--- config.mk ---
export PLATFORM = sky130hd
export DESIGN_NAME = spf_flash_ctrl
export DESIGN_NICKNAME = d
export VERILOG_FILES = /design/src/spf_pkg.sv /design/src/spf_buf_if.sv /design/src/spf_flash_ctrl.sv /design/src/spf_countdown.sv /design/src/spf_page_buffer.sv
export SDC_FILE = /design/constraint.sdc
export NUM_CORES = 1
export LEC_CHECK = 0
export BUFFER_PORTS_ARGS = -buffer_cell sky130_fd_sc_hd__buf_2
export CORE_MARGIN = 4
export CORE_UTILIZATION = 45
export DETAILED_ROUTE_END_ITERATION = 10
export HOLD_SLACK_MARGIN = 0.03
export SYNTH_ARGS = -nofsm -noshare
export SYNTH_HDL_FRONTEND = slang
export SYNTH_HIERARCHICAL = 1
export SYNTH_SLANG_ARGS = --single-unit
--- constraint.sdc ---
create_clock -name REF_CLK_IN -period 8.91 [get_ports REF_CLK_IN]
set_clock_uncertainty 0.2 [all_clocks]
set_input_delay 1.3365 -clock REF_CLK_IN [delete_from_list [all_inputs] [get_ports REF_CLK_IN]]
set_output_delay 1.3365 -clock REF_CLK_IN [all_outputs]
set_load 0.01 [all_outputs]
--- src/spf_pkg.sv ---
// Shared constants and types of the self-programming flash controller.
package spf_pkg;

    localparam int unsigned CLK_PERIOD_NS     = 5;
    localparam int unsigned PROG_TIME_MIN_NS  = 3700000;
    localparam int unsigned PROG_TIME_MAX_NS  = 4500000;
    localparam int unsigned PROG_CYCLES_MIN   = (PROG_TIME_MIN_NS + CLK_PERIOD_NS - 1)
                                                / CLK_PERIOD_NS;
    localparam int unsigned PROG_CYCLES_MAX   = PROG_TIME_MAX_NS / CLK_PERIOD_NS;

    localparam logic [7:0]  CTRL_OFFSET       = 8'h00;
    localparam logic [7:0]  STATUS_OFFSET     = 8'h04;
    localparam logic [4:0]  CTRL_RESET        = 5'h00;
    localparam logic [1:0]  LOCK_RESET        = 2'h3;

    localparam int unsigned BIT_STORE_EN      = 0;
    localparam int unsigned STAT_LOCK_LSB     = 0;
    localparam int unsigned STAT_BUSY         = 2;
    localparam int unsigned STAT_ARMED        = 3;
    localparam int unsigned FUSE_DEBUG_BIT    = 6;

    localparam logic [4:0]  CMD_CLEAR_BUF     = 5'h11;
    localparam logic [4:0]  CMD_FUSE_LOCK     = 5'h09;
    localparam logic [4:0]  CMD_PAGE_PROG     = 5'h05;
    localparam logic [4:0]  CMD_PAGE_ERASE    = 5'h03;
    localparam logic [4:0]  CMD_LOAD_WORD     = 5'h01;

    localparam logic [2:0]  ARM_CYCLES        = 3'h4;
    localparam logic [2:0]  LOAD_CYCLES       = 3'h3;

    typedef enum logic [1:0] {OP_IDLE, OP_ERASE, OP_PROG, OP_LOCK} spf_op_t;

endpackage : spf_pkg

--- src/spf_buf_if.sv ---
// Connection between the controller and its temporary page buffer.
interface spf_buf_if #(
    parameter int WORD_BITS = 5,
    parameter int DATA_W    = 16
);
    logic                 wr;
    logic                 clear;
    logic [WORD_BITS-1:0] idx;
    logic [DATA_W-1:0]    wdata;
    logic [WORD_BITS-1:0] rd_idx;
    logic [DATA_W-1:0]    rd_data;

    modport ctrl  (output wr, output clear, output idx, output wdata, output rd_idx,
                   input rd_data);
    modport store (input wr, input clear, input idx, input wdata, input rd_idx,
                   output rd_data);
endinterface : spf_buf_if

--- src/spf_flash_ctrl.sv ---
// Store-program-memory control, page operation timing and lock protection.
//
// The implementer's own choices: register access over APB and the address map.
module spf_flash_ctrl #(
    parameter int unsigned PROG_CYCLES = spf_pkg::PROG_CYCLES_MIN,
    parameter int          OP_W        = 20,
    parameter int          WORD_BITS   = 5,
    parameter int          PAGE_BITS   = 6
) (
    input  wire logic                 REF_CLK_IN,
    input  wire logic                 RST_N_IN,
    input  wire logic                 POR_N_IN,
    input  wire logic                 PSEL_IN,
    input  wire logic                 PENABLE_IN,
    input  wire logic                 PWRITE_IN,
    input  wire logic [7:0]           PADDR_IN,
    input  wire logic [31:0]          PWDATA_IN,
    output logic      [31:0]          PRDATA_OUT,
    output logic                      PREADY_OUT,
    output logic                      PSLVERR_OUT,
    input  wire logic                 STORE_INSTR_IN,
    input  wire logic                 LOAD_INSTR_IN,
    input  wire logic [15:0]          ZPTR_IN,
    input  wire logic [15:0]          STORE_DATA_IN,
    input  wire logic [7:0]           FUSE_LOW_IN,
    input  wire logic [7:0]           FUSE_HIGH_IN,
    input  wire logic                 CHIP_ERASE_IN,
    input  wire logic [WORD_BITS-1:0] FLASH_RD_IDX_IN,
    output logic      [15:0]          FLASH_RD_DATA_OUT,
    output logic                      FLASH_START_OUT,
    output logic                      FLASH_ERASE_OUT,
    output logic                      FLASH_PROG_OUT,
    output logic      [PAGE_BITS-1:0] FLASH_PAGE_OUT,
    output logic                      CPU_HALT_OUT,
    output logic                      LOAD_VALID_OUT,
    output logic      [7:0]           LOAD_DATA_OUT,
    output logic                      EXT_PROG_EN_OUT,
    output logic                      EXT_VERIFY_EN_OUT,
    output logic                      FUSE_WRITE_EN_OUT,
    output logic                      DEBUG_PORT_EN_OUT,
    output logic                      DEBUG_MEM_READ_EN_OUT
);
    spf_pkg::spf_op_t     op_q;
    spf_pkg::spf_op_t     op_d;
    logic [4:0]           cmd_q;
    logic [4:0]           cmd_d;
    logic [1:0]           lock_q;
    logic [1:0]           lock_wdata_q;
    logic [PAGE_BITS-1:0] page_q;
    logic                 start_q;
    logic                 pready_q;
    logic                 pslverr_q;
    logic [31:0]          prdata_q;
    logic                 load_valid_q;
    logic [7:0]           load_data_q;
    logic [4:0]           prot_q;
    logic [2:0]           arm_cnt;
    logic                 arm_done;
    logic [OP_W-1:0]      op_cnt;
    logic                 op_done;
    logic                 halt_q;
    logic                 erase_q;
    logic                 prog_q;

    spf_buf_if #(.WORD_BITS(WORD_BITS), .DATA_W(16)) buf_if ();

    // APB: one wait state, the answer is registered in the first access cycle.
    wire apb_access  = PSEL_IN && PENABLE_IN;
    wire apb_first   = apb_access && !pready_q;
    wire apb_done    = apb_access && pready_q;
    wire sel_ctrl    = (PADDR_IN == spf_pkg::CTRL_OFFSET);
    wire sel_status  = (PADDR_IN == spf_pkg::STATUS_OFFSET);
    wire busy        = (op_q != spf_pkg::OP_IDLE);
    wire armed       = (arm_cnt != 3'h0);

    wire [4:0] wr_cmd = PWDATA_IN[4:0];
    wire cmd_legal = (wr_cmd == spf_pkg::CMD_CLEAR_BUF) || (wr_cmd == spf_pkg::CMD_FUSE_LOCK)
                  || (wr_cmd == spf_pkg::CMD_PAGE_PROG) || (wr_cmd == spf_pkg::CMD_PAGE_ERASE)
                  || (wr_cmd == spf_pkg::CMD_LOAD_WORD);
    // The core is halted while busy, so writes then can only come from a stray master.
    wire arm_wr    = apb_done && PWRITE_IN && sel_ctrl && !busy && cmd_legal;

    wire store_go  = STORE_INSTR_IN && armed && !busy && cmd_q[spf_pkg::BIT_STORE_EN];
    wire load_go   = LOAD_INSTR_IN && armed && (cmd_q == spf_pkg::CMD_FUSE_LOCK)
                  && (arm_cnt > (spf_pkg::ARM_CYCLES - spf_pkg::LOAD_CYCLES));
    wire go_erase  = store_go && (cmd_q == spf_pkg::CMD_PAGE_ERASE);
    wire go_prog   = store_go && (cmd_q == spf_pkg::CMD_PAGE_PROG);
    wire go_lock   = store_go && (cmd_q == spf_pkg::CMD_FUSE_LOCK);
    wire op_start  = go_erase || go_prog || go_lock;

    // The Z pointer low byte bit carries byte select, so word and page sit above it.
    wire [WORD_BITS-1:0] z_word = ZPTR_IN[WORD_BITS:1];
    wire [PAGE_BITS-1:0] z_page = ZPTR_IN[WORD_BITS+PAGE_BITS:WORD_BITS+1];

    // Buffer survives a system reset that lands inside a page program.
    wire buf_rst_n = POR_N_IN && (RST_N_IN || busy);
    wire sys_rst   = !POR_N_IN || (!RST_N_IN && !busy);

    assign buf_if.wr     = store_go && (cmd_q == spf_pkg::CMD_LOAD_WORD);
    assign buf_if.idx    = z_word;
    assign buf_if.wdata  = STORE_DATA_IN;
    assign buf_if.clear  = (arm_wr && (wr_cmd == spf_pkg::CMD_CLEAR_BUF))
                        || (op_done && (op_q == spf_pkg::OP_PROG));
    assign buf_if.rd_idx = FLASH_RD_IDX_IN;

    spf_page_buffer #(
        .WORD_BITS (WORD_BITS),
        .DATA_W    (16)
    ) u_buffer (
        .clk_in   (REF_CLK_IN),
        .rst_n_in (buf_rst_n),
        .bus      (buf_if.store)
    );

    // Arming window: four cycles for a store, the first three also for a load.
    spf_countdown #(
        .W (3)
    ) u_arm (
        .clk_in    (REF_CLK_IN),
        .rst_n_in  (!sys_rst),
        .load_in   (arm_wr),
        .value_in  (spf_pkg::ARM_CYCLES),
        .stop_in   (store_go || load_go),
        .count_out (arm_cnt),
        .done_out  (arm_done)
    );

    // Operation timer runs off power-on reset only, so a system reset cannot cut it short.
    spf_countdown #(
        .W (OP_W)
    ) u_optime (
        .clk_in    (REF_CLK_IN),
        .rst_n_in  (POR_N_IN),
        .load_in   (op_start),
        .value_in  (OP_W'(PROG_CYCLES)),
        .stop_in   (1'b0),
        .count_out (op_cnt),
        .done_out  (op_done)
    );

    always_comb
    begin
        op_d = op_q;
        case (op_q)
            spf_pkg::OP_IDLE:
            begin
                if (go_erase)
                    op_d = spf_pkg::OP_ERASE;
                else if (go_prog)
                    op_d = spf_pkg::OP_PROG;
                else if (go_lock)
                    op_d = spf_pkg::OP_LOCK;
            end
            default:
            begin
                if (op_done)
                    op_d = spf_pkg::OP_IDLE;
            end
        endcase
    end

    always_comb
    begin
        cmd_d = cmd_q;
        if (arm_wr)
            cmd_d = wr_cmd;
        else if (busy)
        begin
            if (op_done)
                cmd_d = spf_pkg::CTRL_RESET;
        end
        else if (op_start)
            cmd_d = cmd_q;
        else if (store_go || load_go || arm_done)
            cmd_d = spf_pkg::CTRL_RESET;
    end

    always_ff @(posedge REF_CLK_IN)
    begin
        if (!POR_N_IN)
            op_q <= spf_pkg::OP_IDLE;
        else
            op_q <= op_d;
    end

    // Outputs are registered from the next state, so they line up with op_q exactly.
    wire halt_d  = (op_d != spf_pkg::OP_IDLE);
    wire erase_d = (op_d == spf_pkg::OP_ERASE);
    wire prog_d  = (op_d == spf_pkg::OP_PROG) || (op_d == spf_pkg::OP_LOCK);

    always_ff @(posedge REF_CLK_IN)
    begin
        if (!POR_N_IN)
        begin
            halt_q  <= 1'b0;
            erase_q <= 1'b0;
            prog_q  <= 1'b0;
        end
        else
        begin
            halt_q  <= halt_d;
            erase_q <= erase_d;
            prog_q  <= prog_d;
        end
    end

    always_ff @(posedge REF_CLK_IN)
    begin
        if (sys_rst)
            cmd_q <= spf_pkg::CTRL_RESET;
        else
            cmd_q <= cmd_d;
    end

    always_ff @(posedge REF_CLK_IN)
    begin
        if (!POR_N_IN)
        begin
            page_q       <= '0;
            lock_wdata_q <= spf_pkg::LOCK_RESET;
        end
        else if (op_start)
        begin
            page_q       <= z_page;
            lock_wdata_q <= STORE_DATA_IN[1:0];
        end
    end

    // Lock bits can only be programmed towards zero; power-on reset and chip erase alone set them.
    always_ff @(posedge REF_CLK_IN)
    begin
        if (!POR_N_IN || CHIP_ERASE_IN)
            lock_q <= spf_pkg::LOCK_RESET;
        else if (op_done && (op_q == spf_pkg::OP_LOCK))
            lock_q <= lock_q & lock_wdata_q;
    end

    always_ff @(posedge REF_CLK_IN)
    begin
        if (!POR_N_IN)
            start_q <= 1'b0;
        else
            start_q <= op_start;
    end

    // Lock byte pads unused bits as unprogrammed ones.
    wire [7:0] lock_byte = {6'h3f, lock_q};
    wire [7:0] fuse_sel  = ZPTR_IN[1] ? FUSE_HIGH_IN : FUSE_LOW_IN;
    wire [7:0] read_byte = ZPTR_IN[0] && !ZPTR_IN[1] ? lock_byte : fuse_sel;

    always_ff @(posedge REF_CLK_IN)
    begin
        if (sys_rst)
        begin
            load_valid_q <= 1'b0;
            load_data_q  <= 8'h00;
        end
        else
        begin
            load_valid_q <= load_go;
            load_data_q  <= load_go ? read_byte : load_data_q;
        end
    end

    // Order: ext prog, ext verify, fuse write, debug port, debug memory read.
    wire lb_low_prog  = !lock_q[0];
    wire lb_high_prog = !lock_q[1];
    wire dbg_fuse     = !FUSE_HIGH_IN[spf_pkg::FUSE_DEBUG_BIT];
    wire any_lock     = lb_low_prog || lb_high_prog;
    wire [4:0] prot_d = {!any_lock,
                         !lb_high_prog,
                         !any_lock,
                         dbg_fuse && !any_lock,
                         dbg_fuse};

    always_ff @(posedge REF_CLK_IN)
    begin
        if (!POR_N_IN)
            prot_q <= 5'h00;
        else
            prot_q <= prot_d;
    end

    wire [31:0] ctrl_rd   = {27'h0, cmd_q};
    wire [31:0] status_rd = {28'h0000000, armed, busy, lock_q};
    wire [31:0] rd_mux    = sel_ctrl ? ctrl_rd : (sel_status ? status_rd : 32'h00000000);

    always_ff @(posedge REF_CLK_IN)
    begin
        if (sys_rst)
        begin
            pready_q  <= 1'b0;
            pslverr_q <= 1'b0;
            prdata_q  <= 32'h00000000;
        end
        else
        begin
            pready_q  <= apb_first;
            pslverr_q <= apb_first && !sel_ctrl && !sel_status;
            prdata_q  <= (apb_first && !PWRITE_IN) ? rd_mux : 32'h00000000;
        end
    end

    assign PRDATA_OUT            = prdata_q;
    assign PREADY_OUT            = pready_q;
    assign PSLVERR_OUT           = pslverr_q;
    assign FLASH_RD_DATA_OUT     = buf_if.rd_data;
    assign FLASH_START_OUT       = start_q;
    assign FLASH_ERASE_OUT       = erase_q;
    assign FLASH_PROG_OUT        = prog_q;
    assign FLASH_PAGE_OUT        = page_q;
    assign CPU_HALT_OUT          = halt_q;
    assign LOAD_VALID_OUT        = load_valid_q;
    assign LOAD_DATA_OUT         = load_data_q;
    assign EXT_PROG_EN_OUT       = prot_q[4];
    assign EXT_VERIFY_EN_OUT     = prot_q[3];
    assign FUSE_WRITE_EN_OUT     = prot_q[2];
    assign DEBUG_PORT_EN_OUT     = prot_q[1];
    assign DEBUG_MEM_READ_EN_OUT = prot_q[0];
endmodule : spf_flash_ctrl

--- src/spf_countdown.sv ---
// Loadable down counter that flags the cycle in which it runs out.
module spf_countdown #(
    parameter int W = 3
) (
    input  wire logic         clk_in,
    input  wire logic         rst_n_in,
    input  wire logic         load_in,
    input  wire logic [W-1:0] value_in,
    input  wire logic         stop_in,
    output logic [W-1:0]      count_out,
    output logic              done_out
);
    logic [W-1:0] count_q;

    always_ff @(posedge clk_in)
    begin
        if (!rst_n_in)
            count_q <= '0;
        else if (load_in)
            count_q <= value_in;
        else if (stop_in)
            count_q <= '0;
        else if (count_q != '0)
            count_q <= count_q - W'(1);
    end

    assign count_out = count_q;
    assign done_out  = (count_q == W'(1)) && !load_in && !stop_in;
endmodule : spf_countdown

--- src/spf_page_buffer.sv ---
// Temporary page buffer with a written mark per word.
module spf_page_buffer #(
    parameter int WORD_BITS = 5,
    parameter int DATA_W    = 16
) (
    input  wire logic   clk_in,
    input  wire logic   rst_n_in,
    spf_buf_if.store    bus
);
    localparam int DEPTH = 1 << WORD_BITS;

    logic [DATA_W-1:0] mem_q [DEPTH];
    logic [DEPTH-1:0]  written_q;
    logic [DATA_W-1:0] rd_q;

    // A word may be loaded once only; a second load is ignored until the next clear.
    wire load_ok = bus.wr && !written_q[bus.idx];

    always_ff @(posedge clk_in)
    begin
        if (!rst_n_in || bus.clear)
            written_q <= '0;
        else if (load_ok)
            written_q[bus.idx] <= 1'b1;
    end

    always_ff @(posedge clk_in)
    begin
        if (load_ok)
            mem_q[bus.idx] <= bus.wdata;
    end

    // Cleared words read back as erased flash.
    always_ff @(posedge clk_in)
    begin
        if (!rst_n_in)
            rd_q <= '1;
        else
            rd_q <= written_q[bus.rd_idx] ? mem_q[bus.rd_idx] : '1;
    end

    assign bus.rd_data = rd_q;
endmodule : spf_page_buffer

==> flow_summary.json <==
{
  "run_status": "complete, no violations",
  "max_cap_viol_count": 0,
  "via_per_inst": 5.63,
  "gr-total-overflow": 0,
  "ys_top_cells_by_area": "edfxtp_1, mux4_2, dfxtp_1",
  "syn2layout_area_growth_pct": 13.5,
  "vias": 13619,
  "slew_violations": 0,
  "grt_use_met1": 0.273,
  "synth-main-ff-cell": "edfxtp_1",
  "clkTransAtPathRegs_ps": 60,
  "synth_top_cell_area_share": 0.608,
  "avgSynthCellArea_sq_um": 17.3,
  "numCtsBuffers": 61,
  "drc": 0,
  "grt_use_total": 0.188,
  "grt_pass1_vias": 13485,
  "hpwl_um": 32900,
  "async_flop_share": 0,
  "grt_max_degree": 96,
  "synthCells": 1460,
  "finalWirelength_um": 56500,
  "hold_buffers": 0,
  "critPathRequiredTime_ps": 9260,
  "place_area_sq_um": 26700,
  "drt_iter0_drc": 1145,
  "io_buffer_count": 117,
  "synth_warnings": 6,
  "die_area_sq_um": 60000,
  "hp-class": "flip-flop to flip-flop",
  "ir_drop_mv": 0.162,
  "row_count": 86,
  "cpMaxStageDelayCell": "nor2b_4",
  "dieWidth_um": 245,
  "io_pins": 176,
  "met3_usage": 0.0249,
  "die_h_um": 245,
  "setup_viol": 0,
  "synth_edf_count": 512,
  "start_util": 0.457,
  "hold_viol_final": 0,
  "grt_pass1_wl_um": 85100,
  "timing.fmax_ghz": 0.245,
  "cts_resized": 0,
  "final_area_sq_um": 28700,
  "cp_common_cell": "nand2_1",
  "crit_path_end_kind": "flip-flop",
  "cts_tree": "yes",
  "grt_busiest_layer": "met2",
  "cts_sinks": 624,
  "antenna_found_initial": 3,
  "rsz0062_at_grt": "no",
  "min_period_over_period": 0.458,
  "synth_area_sq_um": 25300,
  "ys_types": 78,
  "power_leakage_nw": 9.49,
  "yosysMostFrequentCell": "edfxtp_1",
  "setup_tns_ps": 0,
  "fin_hold_ws_ps": 252,
  "worst_pin_slew_ps": 1230,
  "cts.path.max_buffers": 3,
  "h-tree-depth": 2,
  "grtUsageMet2": 0.306,
  "coreArea_sq_um": 55300,
  "path_class": "primary input to flip-flop",
  "ant_nets": 0,
  "post_drt_wl_per_cell_um": 23.3,
  "max_stage_delay_ps": 610,
  "ys_top_cells_by_count": "edfxtp_1, mux4_2, dfxtp_1",
  "powerDensity_nw_per_um2": 221,
  "power_mw": 6.35,
  "crit_fanout": 39,
  "clock_latency_ps": 620,
  "min_period_ps": 4080,
  "critPathArrivalTime_ps": 4430,
  "synth-seq-area-share": 0.697,
  "slew_headroom": 0.175,
  "place_congestion": 0.830,
  "cp_cell_sequence": "buf_2 > nand2_1 > or4_4 > nor2_8 > or2_2 > nor2_1 > nand2_1 > nor4_1 > buf_4 > a32o_1 > nor2b_4 > o21a_1",
  "first_pass_iters": 4,
  "postCtsSetupBuffers": 0,
  "synth_top_area_cell": "edfxtp_1",
  "synth-seq-cells": 624,
  "cts-root-buf": "clkbuf_16",
  "drive_gt1_frac": 0.268,
  "nets": 1726,
  "start_kind": "primary input",
  "fin_util": 0.519
}
flip-flops by register name, indices dropped and copies added, names as in the netlist:
signal / count
lock_q: 2
FLASH_PAGE_OUT: 6
CPU_HALT_OUT: 1
FLASH_ERASE_OUT: 1
FLASH_START_OUT: 1
prot_q: 4
FLASH_PROG_OUT: 1
u_buffer/mem_q: 512
PRDATA_OUT: 5
op_q: 2
LOAD_DATA_OUT: 8
u_buffer/bus.rd_data: 16
lock_wdata_q: 2
LOAD_VALID_OUT: 1
PREADY_OUT: 1
u_buffer/written_q: 32
u_arm/count_out: 3
PSLVERR_OUT: 1
cmd_q: 5
u_optime/count_out: 20
critical path: cells and delay by family:
kind	cells	cell delay, ps
and+or+nand+nor	8	2280
AOI/OAI and AO/OA	2	490
buffers and inverters	2	260
stage by stage:
stage,worst slack [ps],std cells
6_report,4830,2421
5_1_grt,4610,2420
4_1_cts,4420,2418
3_5_place_dp,3770,2303
3_3_place_gp,3860,2303
2_1_floorplan,4360,1517
layer usage:
layer / wire length, um / part of all wire
met1: 25600 / 0.45
met2: 27300 / 0.48
met4: 1050 / 0.019
met5: 0 / 0
met3: 2610 / 0.046
cells in the final DEF, fill, tap and decap left out, drive strengths merged, types with 4 or more instances in the layout:
| cell | n |
|---|---|
| a211oi | 20 |
| a21oi | 22 |
| a22o | 5 |
| a22oi | 33 |
| a311oi | 17 |
| a31oi | 8 |
| a32oi | 4 |
| and2 | 10 |
| buf | 152 |
| bufinv | 4 |
| clkbuf | 82 |
| clkinv | 33 |
| conb | 59 |
| dfxtp | 112 |
| edfxtp | 512 |
| ha | 6 |
| inv | 23 |
| mux2i | 70 |
| mux4 | 128 |
| nand2 | 41 |
| nand2b | 23 |
| nand3 | 14 |
| nand3b | 4 |
| nand4 | 6 |
| nor2 | 56 |
| nor2b | 27 |
| nor3 | 16 |
| nor3b | 4 |
| nor4 | 10 |
| nor4b | 6 |
| o21a | 34 |
| o21ai | 31 |
| o221ai | 22 |
| or2 | 23 |
| or3 | 7 |
| or4 | 6 |
cell type report:
class,instances,area (sq um)
clock inverter,33,293
fill,4494,26600
multi-input combinational,749,7170
sequential,624,17600
timing repair buffer,152,876
inverter,30,113
tap,748,936
antenna,3,7.51
clock buffer,82,1670
kinds of logic after synthesis:
| logic type | synth area share |
|---|---|
| flops | 0.697 |
| simple gates | 0.0587 |
| compound gates | 0.0648 |
| mux | 0.143 |
| buf+inv | 0.0314 |
| fa+ha+maj | 0.00337 |
| xor+xnor | 0.00173 |
| other cells | 0.000297 |
final timing paths:
| path | start | depth (start not counted) | endpoint | slack [ps] |
|---|---|---|---|---|
| max | STORE_INSTR_IN | 12 | u_buffer/written_q[12] | 4830 |
| min | LOAD_DATA_OUT[3] | 2 | LOAD_DATA_OUT[3] | 250 |
| max reg2reg | op_q[0] | 11 | u_buffer/written_q[12] | 4900 |
| min reg2reg | LOAD_DATA_OUT[3] | 2 | LOAD_DATA_OUT[3] | 250 |
power breakdown:
group          total (mW)  switching, mW  internal (mW)
sequential           3.24         0.0491           3.19
clock                2.50           1.07           1.43
combinational       0.611          0.378          0.233
Note: power is estimated with default switching activity, not from simulation.
